**src/logic/dpg_pkg.sv**
```systemverilog
/*
  package for the dma page address generator: i/o map, widths, strobe carriers.
  assumes the host bus decodes 16-bit i/o addresses and presents one byte per access.
*/
`default_nettype none
package dpg_pkg;
  localparam int unsigned DPG_NUM_LOC = 32;
  localparam int unsigned DPG_LOC_AW = 5;
  localparam logic [15:0] DPG_WIN_BASE = 16'h0080;
  localparam logic [15:0] DPG_WIN_LAST = 16'h008f;
  localparam logic [7:0] DPG_CHAN0_PAGE = 8'h87;
  localparam logic [7:0] DPG_CHAN1_PAGE = 8'h83;
  localparam logic [7:0] DPG_CHAN2_PAGE = 8'h81;
  localparam logic [7:0] DPG_CHAN3_PAGE = 8'h82;
  localparam logic [7:0] DPG_CHAN4_PAGE = 8'h8f;
  localparam logic [7:0] DPG_CHAN5_PAGE = 8'h8b;
  localparam logic [7:0] DPG_CHAN6_PAGE = 8'h89;
  localparam logic [7:0] DPG_CHAN7_PAGE = 8'h8a;
  localparam logic [7:0] DPG_PAGE_RST = 8'h00;
  localparam logic [7:0] DPG_MID_RST = 8'h00;
  localparam int unsigned DPG_BYTE_PAGE_KB = 64;
  localparam int unsigned DPG_WORD_PAGE_KB = 128;
  localparam int unsigned DPG_BYTE_BLOCK = 256;
  localparam int unsigned DPG_WORD_BLOCK = 512;
  localparam int unsigned DPG_WORD_SHIFT = 1;

  typedef struct packed {
    logic wr;
    logic rd;
    logic [15:0] addr;
    logic [7:0] wdata;
  } dpg_io_req_t;

  typedef struct packed {
    logic active;
    logic [2:0] chan;
    logic [7:0] low;
  } dpg_dma_t;

  typedef struct packed {
    logic [31:0] ad;
    logic [23:0] la;
    logic sbhe_n;
  } dpg_addr_t;
endpackage
`default_nettype wire
```
**src/logic/dpg_mid_latch.sv**
```systemverilog
/*
  middle address latch: one byte captured from the internal data bus on the
  controller's address strobe. assumes the strobe is a single-cycle pulse in
  first_transfer_state, synchronous to mclk.
*/
`default_nettype none
module dpg_mid_latch
  import dpg_pkg::*;
(
  input wire logic mclk,
  input wire logic rst_n,
  input wire logic strobe,
  input wire logic [7:0] dbus,
  output logic [7:0] mid_q
);
  //////////////////////////////////////////////////////////////////////////
  // no software path in: strobe is the only load
  always_ff @(posedge mclk or negedge rst_n) begin
    if (!rst_n) begin
      mid_q <= DPG_MID_RST;
    end else if (strobe) begin
      mid_q <= dbus;
    end
  end
endmodule // dpg_mid_latch
`default_nettype wire

```
**src/logic/dpg_page_gen.sv**
```systemverilog
/*
  dma page address generator: 32 byte page store, low 16 bytes on i/o 080h-08fh, and
  assembly of host and slot bus dma addresses.
  assumes the channel controller supplies low byte, channel and middle-byte strobe,
  and the host bus gives one-cycle read/write strobes.
*/
`default_nettype none
module dpg_page_gen
  import dpg_pkg::*;
#(
  parameter int unsigned NUM_LOC = DPG_NUM_LOC
)
(
  input wire logic mclk,
  input wire logic rst_n,
  input wire dpg_io_req_t io_req,
  output logic io_hit,
  output logic [7:0] io_rdata_q,
  input wire dpg_dma_t dma,
  input wire logic mid_strobe,
  input wire logic [7:0] mid_dbus,
  output dpg_addr_t addr_q,
  output logic ad_oe_q,
  output logic sbhe_oe
);
  // the channel map and fold below assume exactly this many locations
  if (NUM_LOC != DPG_NUM_LOC) begin : g_bad_size
    $error("dpg_page_gen: store must hold exactly 32 locations");
  end

  //////////////////////////////////////////////////////////////////////////
  // helpers
  function automatic logic [DPG_LOC_AW-1:0] loc_of_io(input logic [15:0] a);
    // 16 i/o bytes fold onto the low half; channel pages read the low half too, so the upper half goes unused
    loc_of_io = {1'b0, a[3:0]};
  endfunction

  function automatic logic [7:0] chan_io(input logic [2:0] c);
    unique case (c)
      3'h0: chan_io = DPG_CHAN0_PAGE;
      3'h1: chan_io = DPG_CHAN1_PAGE;
      3'h2: chan_io = DPG_CHAN2_PAGE;
      3'h3: chan_io = DPG_CHAN3_PAGE;
      3'h4: chan_io = DPG_CHAN4_PAGE;
      3'h5: chan_io = DPG_CHAN5_PAGE;
      3'h6: chan_io = DPG_CHAN6_PAGE;
      3'h7: chan_io = DPG_CHAN7_PAGE;
    endcase
  endfunction

  //////////////////////////////////////////////////////////////////////////
  // i/o decode and page store
  logic [7:0] page_mem [NUM_LOC];
  logic [DPG_LOC_AW-1:0] io_loc;

  assign io_hit = (io_req.addr >= DPG_WIN_BASE) && (io_req.addr <= DPG_WIN_LAST);
  assign io_loc = loc_of_io(io_req.addr);

  // every window byte is storage; channel pages are simply its mapped bytes
  always_ff @(posedge mclk or negedge rst_n) begin
    if (!rst_n) begin
      for (int i = 0; i < NUM_LOC; i++) begin
        page_mem[i] <= DPG_PAGE_RST;
      end
    end else if (io_req.wr && io_hit) begin
      page_mem[io_loc] <= io_req.wdata;
    end
  end

  always_ff @(posedge mclk or negedge rst_n) begin
    if (!rst_n) begin
      io_rdata_q <= 8'h00;
    end else if (io_req.rd && io_hit) begin
      io_rdata_q <= page_mem[io_loc];
    end
  end

  //////////////////////////////////////////////////////////////////////////
  // middle byte latch
  logic [7:0] mid_q;

  dpg_mid_latch u_mid (
    .mclk(mclk),
    .rst_n(rst_n),
    .strobe(mid_strobe),
    .dbus(mid_dbus),
    .mid_q(mid_q)
  );

  //////////////////////////////////////////////////////////////////////////
  // address assembly
  logic [7:0] page;
  logic word_chan;
  dpg_addr_t addr_d;

  // channel 4 is the cascade; it is treated as word-wide like its controller
  assign word_chan = dma.chan[2];
  assign page = page_mem[loc_of_io({8'h00, chan_io(dma.chan)})];

  always_comb begin
    addr_d = '0;
    addr_d.ad[31:24] = 8'h00;
    if (word_chan) begin
      // page bit 0 dropped: wrap stays inside 128k, no carry into page
      addr_d.ad[23:17] = page[7:1];
      addr_d.ad[16:9] = mid_q;
      addr_d.ad[8:1] = dma.low;
      addr_d.la[23:17] = page[7:1];
      addr_d.la[16:9] = mid_q;
      addr_d.la[8:1] = dma.low;
      addr_d.la[0] = 1'b0;
      addr_d.sbhe_n = 1'b0;
    end else begin
      addr_d.ad[23:16] = page;
      addr_d.ad[15:8] = mid_q;
      addr_d.ad[7:0] = dma.low;
      addr_d.la[23:16] = page;
      addr_d.la[15:8] = mid_q;
      addr_d.la[7:0] = dma.low;
      addr_d.sbhe_n = ~dma.low[0];
    end
  end

  // registered so the buses see glitch-free values
  always_ff @(posedge mclk or negedge rst_n) begin
    if (!rst_n) begin
      addr_q <= '0;
      ad_oe_q <= 1'b0;
    end else begin
      addr_q <= dma.active ? addr_d : '0;
      ad_oe_q <= dma.active;
    end
  end

  assign sbhe_oe = ad_oe_q;
endmodule // dpg_page_gen
`default_nettype wire

```
**config.mk**
```make
export PLATFORM = sky130hd
export DESIGN_NAME = dpg_page_gen
export DESIGN_NICKNAME = d
export VERILOG_FILES = /design/src/logic/dpg_pkg.sv /design/src/logic/dpg_mid_latch.sv /design/src/logic/dpg_page_gen.sv
export SDC_FILE = /design/constraint.sdc
export NUM_CORES = 1
export LEC_CHECK = 0
export BUFFER_PORTS_ARGS = -buffer_cell sky130_fd_sc_hd__buf_2
export CAP_MARGIN = 20
export CORE_ASPECT_RATIO = 1.25
export CORE_UTILIZATION = 45
export CTS_BUF_LIST = sky130_fd_sc_hd__clkbuf_2 sky130_fd_sc_hd__clkbuf_4 sky130_fd_sc_hd__clkbuf_8
export DETAILED_ROUTE_END_ITERATION = 7
export PLACE_DENSITY = 0.68
export SLEW_MARGIN = 0
export SYNTH_ARGS = -nofsm -noshare
export SYNTH_HDL_FRONTEND = slang
export SYNTH_SLANG_ARGS = --single-unit
```
**constraint.sdc**
```tcl
create_clock -name mclk -period 1.5 [get_ports mclk]
set_input_delay 0.225 -clock mclk [delete_from_list [all_inputs] [get_ports mclk]]
set_output_delay 0.225 -clock mclk [all_outputs]
set_load 0.03 [all_outputs]
```
==> flow_summary.ini, run 1 <==
[run_status]
violations = negative setup slack
outcome = finished, violations left

[critical_path]
crit_path_end_kind = register
path_cells = mux4_2 -> mux2i_4 -> a21oi_2 -> mux2_2
crit_path_top_delay_cell = mux4_2
path_max_fanout = 2
start_kind = register
worstPathRequired_ns = 1.85
crit_type = reg -> reg
cp.arrival_ns = 1.89
cpPeakStageDelay_ns = 0.51

[die]
die_y_um = 153
ioPinCount = 117
fp.dieW_um = 123
dieArea_um2 = 18900
initial_core_util_pct = 46.5
core_area_um2 = 17700
rows = 54

[layout]
n_antenna_cell = 0
register_area_um2 = 4250
area_growth_pct = 25.6
multi_input_area_um2 = 3750
final_nets = 779
drive_gt1_share_pct = 63.7
fillers = 1429
fin_cells = 967

[clock_network]
clk_pin_slew_ns = 0.08
max-clock-path-buffers = 2
clkLatencyLatePin_ns = 0.46
cts.sinks = 170
numCtsBuffers = 17
cts_tree = built
htree_levels = 4
clockRootBuffer = clkbuf_8

[sta]
skew_ns = 0.0117
period_share_pct = 103
rsz0062_at_grt = yes
period_needed_ns = 1.54
final.setup.worst_slack_ns = -0.0443
drv_slew = 0
finalHoldViolations = 0
fmax_mhz = 648
hold_ws_ns = 0.0471
final-setup-viol-count = 8

[yosys]
synth_area_per_cell_um2 = 15.2
synth.most_common_cell = dfrtp_1
synth_area_leader_cell = dfrtp_1
synthTopCellsByArea = dfrtp_1 52%, mux2_2 19%, mux4_2 13%, mux2i_1 3.8%, buf_4 3.1%
syn-cell-area_um2 = 8240
synth-async-reset-ratio_pct = 100
synth_top_area_share_pct = 51.6
synth_warnings = 0
synth-seq-cells = 170
synth_common_cells = 170 x dfrtp_1, 142 x mux2_2, 47 x mux4_2, 34 x buf_4, 31 x mux2i_1
synth_edf_count = 0
synth_cells = 541
seq_area_frac_synth_pct = 51.6
synth_cell_type_count = 34
ys.flop_type = dfrtp_1

[placed_design]
portBuffers = 108
dp_hpwl_um = 14800
place_congestion = 0.833
dp_cells = 920

[route]
drtAntennaViolNets = 0
drtIter0Drc = 239
num_vias = 5362
post-route-drc-count = 0
drtPass1Iterations = 4
via_per_inst = 5.54
wl_per_cell_um = 20.8
drt-total-wl_um = 20100

[pwr]
p_per_area_nw_per_um2 = 834
ir_drop_mv = 0.516
p_leak_nw = 5.20

[grt]
gr-total-overflow = 0
first_global_vias = 5637
grt_max_degree = 52
gr-usage-all-layers_pct = 22.8
antenna_found_initial = 0
grt_pass1_wl_um = 31600

[worst_hold_path]
min_path_type = in -> reg

[job]
maxCapViolCount = 0
-- report_power, final --
group	internal [mW]	switching [mW]	leakage, nW
Clock	1.41	1.59	0.190
Combinational	0.364	0.596	2.67
Sequential	4.64	0.0315	2.34
Total	6.41	2.22	5.20
-- per-layer routing --
layer	global-route usage, %	vias up	part of all wire, %
li1	-	2341	-
met1	28.0	2803	40
met2	39.1	183	52
met3	3.69	35	5.1
met4	9.70	0	2.7
met5	0	-	0
-- kinds of logic after synthesis --
logic type             share of synthesized area, %
AOI/OAI and AO/OA                              1.09
buffers and inverters                          4.77
DFF                                            51.6
muxes                                          36.3
other                                        0.0455
and+or+nand+nor                                6.14
-- placed cells by master (no fill, tap or decap), drive strengths merged --
cell           n
a21oi          8
and3           1
and3b          2
buf          218
clkbuf        26
clkinv         4
clkinvlp       2
conb           8
dfrtp        170
dlygate4sd3   10
mux2         144
mux2i         31
mux4          47
nand2          3
nand2b         1
nand3          6
nand3b         1
nand4          3
nor2           9
nor2b         26
nor3           7
nor3b          2
nor4           3
nor4b          2
o22ai          8
or2            1
-- per-stage QoR --
stage | utilization (%) | setup TNS, ns | area [µm²] | total power, mW | setup slack, ns
after floorplan | - | -17.29 | 8340 | 5.31 | -0.173
after global placement | 55.0 | -38.73 | 9740 | 5.67 | -0.395
after detailed placement | 55.0 | -44.86 | 9740 | 5.69 | -0.457
after CTS | 58.0 | -0.364 | 10300 | 8.71 | -0.115
after global routing | 58.4 | -0.656 | 10300 | 8.98 | -0.104
final | 58.4 | -0.249 | 10300 | 8.63 | -0.0443
-- sequential cells by signal, indices dropped and copies added, names as in the netlist --
signal / count
page_mem: 128
addr_q: 25
u_mid.mid_q: 8
io_rdata_q: 8
ad_oe_q: 1
-- area by class of cell --
class | instances | share of cell area, %
clock buffer | 26 | 3.16
clock inverter | 6 | 0.375
multi-input combinational | 313 | 36.3
sequential | 170 | 41.1
tap | 224 | 2.71
timing repair buffer | 228 | 16.3
-- path summary, 6_finish.rpt --
path | start | end | slack [ns] | cells past startpoint
max in group asynchronous | rst_n | page_mem[157] | 0.70 | 3
hold / removal | dma[7] | addr_q[9] | 0.05 | 3
min in group asynchronous | rst_n | addr_q[39] | 0.20 | 2
hold reg to reg | page_mem[205] | page_mem[205] | 0.51 | 1
setup reg to reg | page_mem[188] | io_rdata_q[4] | -0.04 | 4
setup / recovery | page_mem[188] | io_rdata_q[4] | -0.04 | 4
-- worst max-delay path, delay by kind of cell, from the launching register on --
kind / cells / cell delay [ns]
flops: 1 / 0.41
mux: 3 / 0.96
compound gates: 1 / 0.07
-- repair_timing --
item	in CTS	in global routing
endpoints found under the hold margin	179	0
pin swaps	8	2
gates resized for setup	10	9
setup endpoints to repair	9	18
buffers inserted	3	4
hold buffers	10	0
Power figures use the tool's default switching activity.
==> inputs of run 2 (changes only) <==
Settings changed: BUFFER_PORTS_ARGS -buffer_cell sky130_fd_sc_hd__buf_2 to unset, DONT_BUFFER_PORTS set to 1, PLACE_DENSITY 0.68 to unset.
==> run 2 against run 1 <==
The run ends with negative hold slack, negative setup slack left. Clock power grew 18%. Cell count shrank 12%. First-iteration DRC count is the same. Critical path depth is the same. Register-to-register slack lost 0.03 ns. Global-route usage shrank 1.5 points. Non-clock buffer count shrank 120. Critical path type unchanged. Critical endpoint is now io_rdata_q[6]. Largest cell class unchanged. Highest routed layer unchanged.
==> flow_summary.ini, run 2 (synthesized netlist as in run 1, its figures left out) <==
[sta]
final.setup.worst_slack_ns = -0.0710
hold_ws_ns = -0.551
worstMarginPinSlew_ns = 0.804
skew_ns = 0.00915
period_share_pct = 105
finalHoldViolations = 170
period_needed_ns = 1.57
drv_slew = 0
fmax_mhz = 637
final-setup-viol-count = 8
max-slew-margin-rel_pct = 46.2
setup_tns_ns = -0.292
rsz0062_at_grt = yes

[critical_path]
path_cells = mux4_2 -> o22ai_4 -> a21oi_2 -> mux2_4
crit_path_end = io_rdata_q[6]
ff2ff_setup_slack_ns = -0.07
crit_path_end_kind = register
r2r_cells = 4
path_max_fanout = 2
r2r_end = io_rdata_q[6]
cpPeakStageDelay_ns = 0.53
crit_type = reg -> reg
crit_path_top_delay_cell = mux4_2
r2r_start = page_mem[198]
start_kind = register
worstSetupStartpoint = page_mem[198]
cp.arrival_ns = 1.92
worstPathRequired_ns = 1.85

[layout]
largest-register = page_mem
final_area_um2 = 9820
drive_gt1_share_pct = 52.5
largest_reg_flops = 128
n_antenna_cell = 0
area_growth_pct = 19.2
fillers = 1454
utilization_pct = 55.5
final_common_cell = dfrtp_1
top_regs = page_mem: 128 flops, addr_q: 25 flops
final_nets = 659
final_cell_mix = 170 x dfrtp_1, 137 x mux2_2, 56 x buf_4, 47 x mux4_2, 37 x dlygate4sd3_1

[placed_design]
dp_hpwl_um = 11900
dpl_cell_area_um2 = 8880
dp_slack_ns = -0.345
portBuffers = 0
place_congestion = 0.788

[pwr]
power.switching_mw = 2.09
ir_drop_mv = 0.515
p_seq_share_pct = 54.7
p_per_area_nw_per_um2 = 897
p_leak_nw = 4.64
p_comb_share_pct = 5.1
p_sw_share_pct = 23.7
clock_power_share_pct = 40.2
p_int_mw = 6.72

[die]
initial_core_util_pct = 46.5
fp.dieW_um = 123
core_area_um2 = 17700
ioPinCount = 117
dieArea_um2 = 18900
rows = 54
die_y_um = 153

[grt]
grt_max_degree = 171
grt_pass1_wl_um = 29400
antenna_found_initial = 0
gr-usage-all-layers_pct = 21.2
first_global_vias = 5176
gr-total-overflow = 0

[route]
via_per_inst = 5.65
drt-total-wl_um = 18700
drtPass1Iterations = 4
post-route-drc-count = 0
drtIter0Drc = 239
drtAntennaViolNets = 0
wl_per_cell_um = 22.0
num_vias = 4785

[run_status]
outcome = finished, violations left
violations = negative hold slack, negative setup slack

[clock_network]
numCtsBuffers = 17
htree_levels = 4
cts.sinks = 170
clockRootBuffer = clkbuf_8
clkLatencyLatePin_ns = 0.47
max-clock-path-buffers = 2
ctsHoldBuffers = 38
cts_tree = built
clk_pin_slew_ns = 0.09

[job]
maxCapViolCount = 0

[worst_hold_path]
min_path_type = in -> async
## run 2: power groups by stage
stage / Clock [mW] / Sequential, mW / Combinational, mW
after floorplan: 0 / 4.83 / 0.479
after global placement: 0 / 4.91 / 0.244
after detailed placement: 0 / 4.91 / 0.247
after CTS: 3.64 / 4.82 / 0.439
after global routing: 3.86 / 4.84 / 0.474
final: 3.55 / 4.82 / 0.445
## run 2: worst min-delay path by stage
stage	to	slack [ns]	cells after the start
floorplan	ad_oe_q	-0.07	0
global placement	addr_q[22]	-0.07	0
detailed placement	addr_q[41]	-0.07	0
CTS	page_mem[197]	-0.58	0
global route	addr_q[41]	-0.59	0
finish	addr_q[41]	-0.55	0
## run 2: stage by stage
stage | instances | power, mW | hold WS (ns)
2_1_floorplan | 548 | 5.31 | -0.0706
3_3_place_gp | 776 | 5.15 | -0.0666
3_5_place_dp | 776 | 5.16 | -0.0659
4_1_cts | 846 | 8.90 | -0.580
5_1_grt | 847 | 9.17 | -0.585
6_report | 847 | 8.81 | -0.551
## run 2: routing by layer
layer	vias to the layer above	GRT usage (%)	wire (µm)
li1	2102	-	-
met1	2528	27.8	7960
met2	121	34.6	9520
met3	34	4.29	706
met4	0	8.09	483
met5	-	0	0
## run 2: area by class of cell
class / instances / area (µm²) / share of cell area (%)
Timing Repair Buffer: 108 / 1090 / 11.1
Sequential cell: 170 / 4250 / 43.3
Multi-Input combinational cell: 313 / 3760 / 38.3
Clock inverter: 14 / 198 / 2.01
Tap cell: 224 / 280 / 2.85
Clock buffer: 18 / 241 / 2.46
## run 2: repair_timing
action                                  4_1_cts  5_1_grt
endpoints found under the setup margin        8        8
pin swaps                                     6        7
resized for setup                            15        5
buffers inserted                              0        1
endpoints found under the hold margin       332      170
## run 2: worst max-delay path: cells and delay by family, from the launching register on
kind | cells | cell delay [ns]
flops | 1 | 0.40
mux | 2 | 0.79
compound gates | 2 | 0.27
==> inputs of run 3 (changes only) <==
Settings changed: CORE_ASPECT_RATIO 1.25 to unset.
Clock period 1.5 ns to 1.55 ns, I/O delays scaled along.
==> run 3 against run 2 <==
The flow still finishes with violations (negative hold slack, negative setup slack). Hold slack gained 0.0064 ns. Clock power shrank 9.6%. Worst setup slack is essentially flat. Die area is essentially flat. Count of clock-buffer cells in the layout grew 1. Wire length grew 7.8%. Sequential share of layout area grew 1.0 points. Core utilization shrank 2.1 points. Sequential power shrank 3%. Combinational power shrank 3%. First-iteration DRC count grew 13%. Critical path type unchanged. Critical endpoint is now io_rdata_q[0]. Largest cell class unchanged.
==> flow_summary.ini, run 3 (synthesized netlist as in run 1, its figures left out) <==
[layout]
area_growth_pct = 16.5
fillers = 1473
largest-register = page_mem
final_nets = 645
largest_reg_flops = 128
final_area_um2 = 9590
n_antenna_cell = 0
drive_gt1_share_pct = 50.7
final_common_cell = dfrtp_1
top_regs = page_mem: 128 flops, addr_q: 25 flops
fin_cells = 838
final_cell_mix = 170 x dfrtp_1, 140 x mux2_2, 47 x mux4_2, 46 x buf_4, 38 x dlygate4sd3_1

[critical_path]
crit_type = reg -> reg
start_kind = register
cp.arrival_ns = 1.99
crit_path_top_delay_cell = mux4_2
worstPathRequired_ns = 1.92
path_cells = mux4_2 -> mux2i_1 -> buf_4 -> a21oi_2 -> mux2_2
crit_path_end_kind = register
path_max_fanout = 2
cpPeakStageDelay_ns = 0.47

[pwr]
p_int_mw = 6.23
p_total_mw = 8.31
p_leak_nw = 4.50
p_per_area_nw_per_um2 = 866
clock_power_share_pct = 38.6
p_seq_share_pct = 56.2
power.switching_mw = 2.08
p_sw_share_pct = 25.1
ir_drop_mv = 0.654
p_comb_share_pct = 5.2

[placed_design]
dpl_cell_area_um2 = 8710
portBuffers = 0
dp_cells = 765
place_congestion = 0.797
dp_hpwl_um = 12900

[clock_network]
htree_levels = 4
ctsHoldBuffers = 39
numCtsBuffers = 17
cts.sinks = 170
clkLatencyLatePin_ns = 0.47
clk_pin_slew_ns = 0.10
max-clock-path-buffers = 2
clockRootBuffer = clkbuf_8
cts_tree = built

[route]
via_per_inst = 5.74
drtPass1Iterations = 4
num_vias = 4808
post-route-drc-count = 0
drtAntennaViolNets = 0
drtIter0Drc = 271
drt-total-wl_um = 20100
wl_per_cell_um = 24.0

[sta]
worstMarginPinSlew_ns = 1.01
final-setup-viol-count = 6
max-slew-margin-rel_pct = 32.4
fmax_mhz = 617
period_needed_ns = 1.62
final.setup.worst_slack_ns = -0.0712
skew_ns = 0.0124
drv_slew = 0
period_share_pct = 105
rsz0062_at_grt = yes
finalHoldViolations = 170
hold_ws_ns = -0.544

[worst_hold_path]
min_path_type = in -> async

[grt]
gr-total-overflow = 0
gr-usage-all-layers_pct = 23.4
antenna_found_initial = 1
grt_pass1_wl_um = 31100
grt_max_degree = 171
first_global_vias = 5215

[job]
maxCapViolCount = 0

[die]
rows = 49
fp.dieW_um = 137
initial_core_util_pct = 45.9
dieArea_um2 = 18800
core_area_um2 = 18000
ioPinCount = 117
die_y_um = 137

[run_status]
outcome = finished, violations left
violations = negative hold slack, negative setup slack
-- run 3: cell count changes in the layout (fill, tap and decap cells not counted), sizes merged --
cell and change:
inv +2, buf -15, bufinv -2, clkbuf +1
clkinvlp -1, dlygate4sd3 +1
-- run 3: final cells by class --
cell class	instances	area [µm²]	share of cell area [%]
clock inverters	13	143	1.49
multi-input cells	313	3730	38.9
flip-flops and latches	170	4250	44.3
repair buffers	94	926	9.65
well taps	229	287	2.99
clock buffers	19	255	2.66
-- run 3: power groups by stage --
stage	clock, mW	combinational (mW)	sequential (mW)
floorplan	0	0.461	4.68
global placement	0	0.241	4.76
detailed placement	0	0.244	4.76
CTS	3.27	0.425	4.67
global route	3.45	0.458	4.69
finish	3.21	0.431	4.67
-- run 3: metal layers --
layer / up-vias / track usage, % / part of all wire, %
met4: 0 / 8.06 / 1.7
met2: 187 / 38.2 / 49
met3: 22 / 5.41 / 7.0
met1: 2526 / 30.6 / 43
met5: - / 0 / 0
li1: 2073 / - / -
-- run 3: timing repair --
action / in CTS / in global routing
pin swaps: 3 / 2
endpoints found under the setup margin: 7 / 8
endpoints found under the hold margin: 332 / 170
resized for setup: 11 / 4
buffers inserted: 2 / 0
gates cloned: 0 / 0
-- run 3: worst max-delay path, delay by kind of cell, from the launching register on --
| kind | cells | cell delay, ns |
|---|---|---|
| multiplexers | 3 | 0.92 |
| buffers and inverters | 1 | 0.15 |
| AO/OA/AOI/OAI | 1 | 0.06 |
| flip-flops | 1 | 0.39 |
-- run 3: worst paths after layout --
kind / start / slack [ns] / cells past startpoint / to
worst max-delay path: page_mem[128] / -0.07 / 5 / io_rdata_q[0]
worst min register to register: page_mem[215] / 0.51 / 1 / page_mem[215]
max in group asynchronous: rst_n / 1.79 / 0 / page_mem[199]
worst max register to register: page_mem[128] / -0.07 / 5 / io_rdata_q[0]
min in group mclk: dma[10] / 0.02 / 2 / addr_q[23]
worst min-delay path: rst_n / -0.54 / 0 / addr_q[40]
-- run 3: metrics by stage --
stage	TNS, ns	utilization (%)	worst slack (ns)
floorplan	-12.29	-	-0.131
global placement	-19.28	48.5	-0.235
detailed placement	-23.13	48.5	-0.290
CTS	-0.263	53.3	-0.0600
global route	-0.530	53.4	-0.0990
finish	-0.276	53.4	-0.0712
